## src/hdl/ircm_defines.vh

```
// Constants for the infrared carrier modulator control block
`ifndef IRCM_DEFINES_VH
`define IRCM_DEFINES_VH
// Byte addresses of the registers, one aligned word each
`define IRCM_ADDR_CTRL_STATUS  8'h50
`define IRCM_ADDR_HIGH_NIBBLES 8'h54
`define IRCM_ADDR_MARK_LOW     8'h58
`define IRCM_ADDR_SPACE_LOW    8'h5c
// Printed offsets are not all multiples of four: word address = index * 4
`define IRCM_IDX_CTRL_STATUS   8'h14
`define IRCM_IDX_HIGH_NIBBLES  8'h15
`define IRCM_IDX_MARK_LOW      8'h16
`define IRCM_IDX_SPACE_LOW     8'h17
// Control/status field positions
`define IRCM_BIT_ENABLE        0
`define IRCM_BIT_IRQ_EN        1
`define IRCM_BIT_MODE          2
`define IRCM_BIT_BASEBAND      3
`define IRCM_BIT_EXT_SPACE     4
`define IRCM_BIT_EXT_MASK      5
`define IRCM_BIT_HALF_RATE     6
`define IRCM_BIT_EOC           7
`define IRCM_CTRL_RESET        8'h00
// Timing: time mode steps every eight oscillator clocks
`define IRCM_TIME_DIV          4'h8
`define IRCM_CNT_W             12
`endif

```

## src/hdl/ircm_prescale.v

```verilog
// Time baseband_enable prescaler for the modulator tick
`timescale 1ns/1ps
module ircm_prescale (
  input  wire i_ref_clk,
  input  wire i_rst,
  input  wire i_run,
  input  wire i_fsk_mode,
  input  wire i_carrier_period,
  input  wire i_half_rate,
  output reg  o_tick
);
`include "ircm_defines.vh"
  reg [3:0] div_count;
  reg       half_phase;
  wire      baseband_enable_tick;

  assign baseband_enable_tick = i_fsk_mode ? i_carrier_period :
                     (div_count == (`IRCM_TIME_DIV - 4'h1));

  always @(posedge i_ref_clk) begin
    if (i_rst || !i_run) begin
      div_count  <= 4'h0;
      half_phase <= 1'b0;
      o_tick     <= 1'b0;
    end else begin
      if (div_count == (`IRCM_TIME_DIV - 4'h1))
        div_count <= 4'h0;
      else
        div_count <= div_count + 4'h1;
      // Every other baseband_enable tick passes when halving the rate
      if (baseband_enable_tick)
        half_phase <= ~half_phase;
      o_tick <= baseband_enable_tick && (!i_half_rate || half_phase);
    end
  end
endmodule // ircm_prescale

```

## src/hdl/ircm_modulator.v

```verilog
// Infrared carrier modulator: registers, mark/space counter and output select
// How it works
// - End-of-cycle flag sets when the complement of the counter's next value equals the space compare value.
// - Flag clears on status read followed by mark-low or space-low access.
// - Half-rate bit passes every other tick, doubling mark and space.
// - External mask bit blocks IRQ and port B interrupts when set.
// - Control register holds an extended-space enable bit.
// - Baseband forces carrier high: output one in mark, zero in space.
// - Mode bit zero selects time mode, one selects FSK; resets to time.
// - Interrupt request raised while flag set and interrupt enable set.
// - Enable starts carrier and modulator running cycle after cycle.
// - Disable finishes current cycle, then hands the output to the software latch.
// - Reset clears control/status; period buffers keep their contents.
// - Twelve-bit mark and space buffers reached through three byte registers.
// - High-nibble register: mark bits 11-8 high, space bits 11-8 low.
// - Low bytes hold mark bits 7-0 and space bits 7-0.
// - Output pin follows modulator while a cycle runs, else the software latch.
// - Idle mode leaves an enabled modulator running.
// - Pending or new cycle interrupt wakes the chip from idle.
// - Stop mode halts the sequencer and blocks writes; the prescaler count clears and read data still loads.
// - Enable loads compare and counter and opens gate; underflow closes it.
// - Time mode counts in units of eight oscillator clocks.
// - FSK mode counts carrier periods and swaps time pairs per mark end.
// - Extended space turns following periods entirely into space.
//
// Design decision made here: the AHB-Lite interface to the registers.
`timescale 1ns/1ps
module ircm_modulator (
  input  wire        i_ref_clk,
  input  wire        i_rst,
  input  wire [31:0] i_haddr,
  input  wire [1:0]  i_htrans,
  input  wire        i_hwrite,
  input  wire [2:0]  i_hsize,
  input  wire [31:0] i_hwdata,
  input  wire        i_hsel,
  input  wire        i_hready,
  output wire [31:0] o_hrdata,
  output wire        o_hreadyout,
  output wire        o_hresp,
  input  wire        i_carrier,
  input  wire        i_carrier_period,
  input  wire        i_sw_latch,
  input  wire        i_idle_mode,
  input  wire        i_stop_mode,
  input  wire        i_ext_irq,
  input  wire        i_portb_irq,
  output reg         o_infrared_output_pin,
  output wire        o_carrier_enable,
  output reg         o_carrier_swap,
  output wire        o_irq,
  output wire        o_ext_irq,
  output wire        o_portb_irq,
  output wire        o_wake
);
`include "ircm_defines.vh"
  // Power modes: idle only feeds the wake output here, sequencer and bus keep running;
  // stop freezes the sequencer, the pin and register writes, though read data still
  // loads and the prescaler count restarts from zero when stop ends.

  // --------------------------------------------------------------------------
  // Modulator states
  // --------------------------------------------------------------------------
  // One-hot codes; an illegal code falls back to off through the default
  // branch, which ends any transmission cleanly.
  localparam [2:0] ST_OFF   = 3'b001;
  localparam [2:0] ST_MARK  = 3'b010;
  localparam [2:0] ST_SPACE = 3'b100;

  reg [7:0]  ctrl;
  reg        eoc_flag;
  reg        status_read_armed;
  reg [11:0] mark_buffer;
  reg [11:0] space_buffer;
  reg [11:0] space_compare_register;
  reg [11:0] down_count;
  reg [2:0]  state;
  reg        ext_space_period;
  reg        dp_active;
  reg        dp_write;
  reg [7:0]  dp_index;
  reg [31:0] rdata;
  reg        eoc_event;

  wire       modulator_carrier_enable = ctrl[`IRCM_BIT_ENABLE];
  wire       cycle_irq_enable         = ctrl[`IRCM_BIT_IRQ_EN];
  wire       fsk_mode                 = ctrl[`IRCM_BIT_MODE];
  wire       baseband_enable          = ctrl[`IRCM_BIT_BASEBAND];
  wire       extended_space_enable    = ctrl[`IRCM_BIT_EXT_SPACE];
  wire       external_irq_mask        = ctrl[`IRCM_BIT_EXT_MASK];
  wire       half_rate_prescale       = ctrl[`IRCM_BIT_HALF_RATE];
  wire       running                  = (state != ST_OFF) && !i_stop_mode;
  wire       tick;
  wire       addr_phase;
  wire       match_now;
  wire       underflow_now;

  // --------------------------------------------------------------------------
  // Helpers
  // --------------------------------------------------------------------------
  // Maps a word-aligned byte address back to the register index
  function [7:0] ircm_index;
    input [31:0] addr;
    begin
      ircm_index = addr[9:2];
    end
  endfunction

  function ircm_is_mapped;
    input [7:0] idx;
    begin
      ircm_is_mapped = (idx == `IRCM_IDX_CTRL_STATUS) ||
                       (idx == `IRCM_IDX_HIGH_NIBBLES) ||
                       (idx == `IRCM_IDX_MARK_LOW) ||
                       (idx == `IRCM_IDX_SPACE_LOW);
    end
  endfunction

  // Low mark or low space byte: the accesses that finish the clearing
  // sequence of the end-of-cycle flag
  function ircm_is_low_byte;
    input [7:0] idx;
    begin
      ircm_is_low_byte = (idx == `IRCM_IDX_MARK_LOW) ||
                         (idx == `IRCM_IDX_SPACE_LOW);
    end
  endfunction

  // --------------------------------------------------------------------------
  // Bus slave: zero wait states, always OKAY
  // --------------------------------------------------------------------------
  assign addr_phase  = i_hsel && i_hready && i_htrans[1];
  assign o_hreadyout = 1'b1;
  assign o_hresp     = 1'b0;
  assign o_hrdata    = rdata;
  // Every access fits one cycle, so the slave never stretches a transfer;
  // unmapped offsets read zero and take writes silently rather than erroring.

  always @(posedge i_ref_clk) begin
    if (i_rst) begin
      dp_active <= 1'b0;
      dp_write  <= 1'b0;
      dp_index  <= 8'h00;
    end else begin
      dp_active <= addr_phase && ircm_is_mapped(ircm_index(i_haddr));
      dp_write  <= i_hwrite;
      dp_index  <= ircm_index(i_haddr);
    end
  end

  // Read data registered at the address phase, so it stands in the data phase
  // and holds until the next read address; writes leave it untouched.
  // Reading has no side effect on the data; only the status read arms a clear.
  always @(posedge i_ref_clk) begin
    if (i_rst) begin
      rdata <= 32'h0000_0000;
    end else if (addr_phase && !i_hwrite) begin
      case (ircm_index(i_haddr))
        `IRCM_IDX_CTRL_STATUS:  rdata <= {24'h00_0000, eoc_flag, ctrl[6:0]};
        `IRCM_IDX_HIGH_NIBBLES: rdata <= {24'h00_0000, mark_buffer[11:8],
                                          space_buffer[11:8]};
        `IRCM_IDX_MARK_LOW:     rdata <= {24'h00_0000, mark_buffer[7:0]};
        `IRCM_IDX_SPACE_LOW:    rdata <= {24'h00_0000, space_buffer[7:0]};
        default:                rdata <= 32'h0000_0000;
      endcase
    end
  end

  // --------------------------------------------------------------------------
  // Control register and period buffers
  // --------------------------------------------------------------------------
  // Writes land in the data phase, one cycle after the address was taken.
  // A write issued during stop is lost, not held back for later.
  // Stop mode blocks bus writes too, so nothing here can change
  always @(posedge i_ref_clk) begin
    if (i_rst) begin
      ctrl <= `IRCM_CTRL_RESET;
    end else if (dp_active && dp_write && !i_stop_mode &&
                 dp_index == `IRCM_IDX_CTRL_STATUS) begin
      // Flag position is not writable mode, baseband etc.
      ctrl <= {1'b0, i_hwdata[6:0]};
    end
  end

  // Buffers have no reset: they survive it by design
  // Refill them from the end-of-cycle interrupt: counter and compare register
  // already hold the previous pair, so new values take effect next cycle.
  always @(posedge i_ref_clk) begin
    if (dp_active && dp_write && !i_stop_mode) begin
      case (dp_index)
        `IRCM_IDX_HIGH_NIBBLES: begin
          mark_buffer[11:8]  <= i_hwdata[7:4];
          space_buffer[11:8] <= i_hwdata[3:0];
        end
        `IRCM_IDX_MARK_LOW:  mark_buffer[7:0]  <= i_hwdata[7:0];
        `IRCM_IDX_SPACE_LOW: space_buffer[7:0] <= i_hwdata[7:0];
        default: ;
      endcase
    end
  end

  // --------------------------------------------------------------------------
  // End-of-cycle flag and its clearing sequence
  // --------------------------------------------------------------------------
  always @(posedge i_ref_clk) begin
    if (i_rst) begin
      eoc_flag          <= 1'b0;
      status_read_armed <= 1'b0;
    end else begin
      // Only the next mapped access after a status read may clear, so a stray
      // low-byte write after another mapped access leaves the flag alone
      if (dp_active && !i_stop_mode) begin
        // Any mapped access outside stop other than a status read disarms, the low bytes included
        status_read_armed <= !dp_write && (dp_index == `IRCM_IDX_CTRL_STATUS);
      end
      // A new match wins over a clear in the same cycle
      if (eoc_event)
        eoc_flag <= 1'b1;
      else if (dp_active && status_read_armed && !i_stop_mode &&
               ircm_is_low_byte(dp_index))
        eoc_flag <= 1'b0;
    end
  end

  // --------------------------------------------------------------------------
  // Mark/space sequencer
  // --------------------------------------------------------------------------
  // The tick is one cycle wide; in FSK mode it follows the carrier-period
  // pulse, so one counter serves both modes
  ircm_prescale u_prescale (
    .i_ref_clk        (i_ref_clk),
    .i_rst            (i_rst),
    .i_run            (running),
    .i_fsk_mode       (fsk_mode),
    .i_carrier_period (i_carrier_period),
    .i_half_rate      (half_rate_prescale),
    .o_tick           (tick)
  );

  // Space compares the value the counter is about to take, so match and reload
  // share one tick and the space lasts exactly space_buffer ticks
  assign match_now     = (~(down_count - 12'h001)) == space_compare_register;
  assign underflow_now = (down_count == 12'h000);

  // Mark counts mark_buffer down to zero; space then runs on into the all-ones
  // range until the complement reaches the compare value
  always @(posedge i_ref_clk) begin
    if (i_rst) begin
      state                  <= ST_OFF;
      down_count             <= 12'h000;
      space_compare_register <= 12'h000;
      ext_space_period       <= 1'b0;
      eoc_event              <= 1'b0;
      o_carrier_swap         <= 1'b0;
    end else if (!i_stop_mode) begin
      eoc_event      <= 1'b0;
      o_carrier_swap <= 1'b0;
      case (state)
        ST_OFF: begin
          if (modulator_carrier_enable) begin
            space_compare_register <= space_buffer;
            down_count             <= mark_buffer;
            ext_space_period       <= extended_space_enable;
            // Extended space applies from the very first period when already enabled
            state                  <= ST_MARK;
          end
        end
        ST_MARK: begin
          if (tick) begin
            down_count <= down_count - 12'h001;
            if (underflow_now) begin
              state <= ST_SPACE;
              if (fsk_mode)
                o_carrier_swap <= 1'b1;
              // Zero space: counter reads all ones, matches at once
              if (space_compare_register == 12'h000) begin
                eoc_event <= 1'b1;
                state     <= modulator_carrier_enable ? ST_MARK : ST_OFF;
                down_count             <= mark_buffer;
                space_compare_register <= space_buffer;
                ext_space_period       <= extended_space_enable;
              end
            end
          end
        end
        ST_SPACE: begin
          if (tick) begin
            down_count <= down_count - 12'h001;
            if (match_now) begin
              eoc_event              <= 1'b1;
              down_count             <= mark_buffer;
              space_compare_register <= space_buffer;
              ext_space_period       <= extended_space_enable;
              // Disabling takes effect only at the cycle boundary
              state <= modulator_carrier_enable ? ST_MARK : ST_OFF;
            end
          end
        end
        default: state <= ST_OFF;
      endcase
    end
  end

  // --------------------------------------------------------------------------
  // Output selection
  // --------------------------------------------------------------------------
  // Baseband forces the carrier high, so mark reads as a steady one
  assign o_carrier_enable = running && !baseband_enable;
  // Pin is registered so mark and space edges follow the clock and no
  // combinational glitch reaches the emitter

  always @(posedge i_ref_clk) begin
    if (i_rst) begin
      o_infrared_output_pin <= 1'b0;
    end else if (!i_stop_mode) begin
      if (state != ST_OFF)
        o_infrared_output_pin <= (state == ST_MARK) && !ext_space_period &&
                                 (baseband_enable || i_carrier);
      else if (modulator_carrier_enable)
        o_infrared_output_pin <= 1'b0;
      else
        o_infrared_output_pin <= i_sw_latch;
    end
  end

  // --------------------------------------------------------------------------
  // Interrupts passed to the CPU
  // --------------------------------------------------------------------------
  // Sequencer ignores idle mode, so it keeps running there
  // Wake is a level: a request already pending when idle begins wakes at once.
  // The mask gates only the two external sources, never the cycle request.
  assign o_irq       = eoc_flag && cycle_irq_enable;
  assign o_wake      = i_idle_mode && o_irq;
  assign o_ext_irq   = i_ext_irq && !external_irq_mask;
  assign o_portb_irq = i_portb_irq && !external_irq_mask;

  // Only whole-word transfers reach this block, so the size is not decoded;
  // the reduction just keeps the input visibly consumed
  wire unused_size = |i_hsize;
endmodule // ircm_modulator

```

## config.mk

```make
export PLATFORM = sky130hd
export DESIGN_NAME = ircm_modulator
export DESIGN_NICKNAME = d
export VERILOG_FILES = /design/src/hdl/ircm_prescale.v /design/src/hdl/ircm_modulator.v
export VERILOG_INCLUDE_DIRS = /design/src /design/src/hdl
export SDC_FILE = /design/constraint.sdc
export NUM_CORES = 1
export LEC_CHECK = 0
export ABC_AREA = 0
export BUFFER_PORTS_ARGS = -buffer_cell sky130_fd_sc_hd__buf_4
export CORE_ASPECT_RATIO = 2
export CORE_MARGIN = 5
export CORE_UTILIZATION = 48
export CTS_BUF_LIST = sky130_fd_sc_hd__clkbuf_8 sky130_fd_sc_hd__clkbuf_16
export DETAILED_ROUTE_END_ITERATION = 6
export PLACE_DENSITY_LB_ADDON = 0.12
export SYNTH_ARGS = -nofsm -noshare
export SYNTH_HDL_FRONTEND = slang
export SYNTH_SLANG_ARGS = --single-unit
```

## constraint.sdc

```tcl
create_clock -name i_ref_clk -period 2.9 [get_ports i_ref_clk]
set_input_delay 0.145 -clock i_ref_clk [delete_from_list [all_inputs] [get_ports i_ref_clk]]
set_output_delay 0.145 -clock i_ref_clk [all_outputs]
set_load 0.01 [all_outputs]
```

==> out/qor.txt <==
Status: completed
Worst hold-check path type: primary input to register
Layout area overhead: 19.6%
Leading area contributor after synthesis: dfxtp_1
H-tree depth: 3
Ant diodes: 0
CTS Hold Bufs: 0
Port Buffers: 43
Max incr delay on CP: 0.59 ns
EDFF count, synth: 24
Final HPWL DP: 10400 µm
Yosys warnings: 0
Setup ws final: 0.0394 ns
Top post-synthesis cells by area: dfxtp_1 26%, edfxtp_1 15%, buf_4 4.5%
CP Buf/Inv Count: 3
Vias/cell: 5.61
WL/cell: 18.9 µm
Crit path depth: 11
Number of global-route vias before repair: 4061
Drt pass-1 iters: 4
Startpoint Class: register
All-layer global routing usage: 22.5%
Slowest cell on the critical path: or4_4
Asr flop ratio synth: 0%
Peak VDD IR: 0.000390 V
Final Util: 57.8%
Crit. End Element: register
Slew headroom: 53.1%
ANT nets after route: 0
Worst Path Required: 3.09 ns
DP Cell Count: 694
Synthesized cell area: 4840 µm²
Crit-path cells: buf_4, or4_4, or4_4, o41ai_4, a21oi_2, o31ai_2, buf_4, nand2_2, nor2_4, buf_12, o32ai_1
Initial drt markers: 192
Final Hold Fails: 0
Std cell rows: 52
Post-place setup slack: -0.112 ns
PwrDens: 589 nW/µm²
Reg2Reg Setup Slack: 0.04 ns
Max Cap Viol: 0
Initial antenna violation count: 0
Post-synthesis area per instance: 9.57 µm²
Post-Route WL: 13500 µm
Synth top area share: 26.5%
CP Class: register to register
Commonest non-fill, non-tap cell in the layout: buf_4
Post-Syn Instances: 506
Via count: 4006
Gpl congestion: 0.869
Final net count: 658
Io pins: 122
Largest net degree at the start of global routing: 75
Sink Count: 88
Post-synthesis sequential area ratio: 41.4%
Unique cell type count in the Yosys netlist: 77
Slew Limit Fails: 0
CTS Buffer Depth: 2
Worst-case reg-to-reg path depth: 11
Max Clk Rate: 350 MHz
Share of cells above drive strength 1: 26.6%
Fin crit period: 2.86 ns
Post-route insts no fill: 714
Commonest cells after routing, fill and taps aside: 92 x buf_4, 63 x dfxtp_1, 49 x nor2_1
Vert. Die Dim: 152 µm
CP max FO: 8
CTS tree: done
Clock Tree Root: clkbuf_16
Worst hold path cell count: 1
Cts bufs inserted: 9
Clock Pin Slew Worst Setup and Hold Paths: 0.06 ns
First-pass GRT wire length: 20900 µm
Die X: 81.0 µm
RSZ-0062 raised after global routing: true
# DRC: 0
Seq cells post-synth: 88
Core Region: 10000 µm²
Synth Flop Type: dfxtp_1
Lkg Pwr: 0.00232 µW
Starting Density: 48.3%
Clock insertion delay at the later pin of the skew report: 0.33 ns
Total grt overflow: 0
DIE AREA: 12300 µm²
Worst-Margin Slew: 0.703 ns
Worst EP arrival: 3.06 ns
Period utilisation layout: 98.6%
Critical path's top delay family: simple AND/OR/NAND/NOR gates
Final number of setup-violating endpoints: 0
Fin Clk Skew: 0.00809 ns
-- power by group --
part / internal [µW] / total (µW) / switching, µW
clock: 693 / 1160 / 466
sequential: 1290 / 1330 / 42.0
combinational: 443 / 918 / 475
total: 2430 / 3410 / 984
-- area by class of cell --
| cell class | instances | area (µm²) |
|---|---|---|
| fillers | 928 | 4230 |
| multi-input cells | 374 | 2550 |
| flip-flops and latches | 88 | 2000 |
| repair buffers | 94 | 736 |
| clock buffers | 10 | 239 |
| well taps | 135 | 169 |
| clock inverters | 5 | 63.8 |
| inverters | 8 | 30.0 |
-- cell families after synthesis --
kind of cell / after synthesis / synth area share, %
adder cells (fa/ha/maj): 2 / 0.517
AO/OA/AOI/OAI: 103 / 14.3
AND/OR/NAND/NOR: 204 / 24.5
multiplexers: 19 / 6.02
XOR/XNOR: 19 / 3.44
other: 2 / 0.155
flip-flops: 88 / 41.4
buffers and inverters: 69 / 9.64
-- worst paths after layout --
kind | startpoint | to
setup / recovery | down_count[0] | down_count[11]
hold / removal | i_hwdata[4] | mark_buffer[8]
setup reg to reg | down_count[0] | down_count[11]
hold reg to reg | u_prescale.div_count[0] | u_prescale.div_count[0]
-- routing by layer --
metal / GRT usage, % / vias up / routed length, µm
li1: - / 1932 / -
met3: 2.55 / 49 / 456
met4: 16.4 / 0 / 946
met2: 41.1 / 122 / 7540
met5: 0 / - / 0
met1: 22.1 / 1903 / 4530
-- flip-flops by register name, indices dropped and copies added, names as in the netlist --
name	cells
ctrl	7
dp_write	1
dp_index	8
space_compare_register	12
ext_space_period	1
mark_buffer	12
status_read_armed	1
u_prescale.div_count	4
state	3
u_prescale.half_phase	1
eoc_flag	1
o_hrdata	8
eoc_event	1
u_prescale.o_tick	1
o_infrared_output_pin	1
space_buffer	12
down_count	12
o_carrier_swap	1
dp_active	1
-- synthesized netlist by cell type (9+ instances only) --
cell,instances
mux2i_1,10
a22oi_1,11
buf_4,29
xnor2_1,9
o21ai_0,16
edfxtp_1,24
nor2b_1,15
a21oi_1,25
nor2_1,50
o21ai_1,11
nand2b_1,20
dfxtp_1,64
nand2_1,20
clkbuf_1,19
xor2_1,10
nor3_1,18
nand4b_1,15
-- stage by stage --
stage               hold WS [ns]  setup TNS [ns]  instance area [µm²]  power [µW]
floorplan                  0.244               0                 4930        1900
detailed placement         0.353          -0.308                 5350        2200
finish                    0.0137               0                 5790        3410
global route             0.00288          -0.652                 5790        3560
CTS                      0.00653               0                 5700        3360
global placement           0.350          -0.151                 5350        2180
-- what timing repair did --
action,in CTS,in global routing
gates resized for setup,7,16
cloned,1,1
setup buffers,2,1
pin swaps,2,8
setup endpoints to repair,13,28
Power figures use the tool's default switching activity.
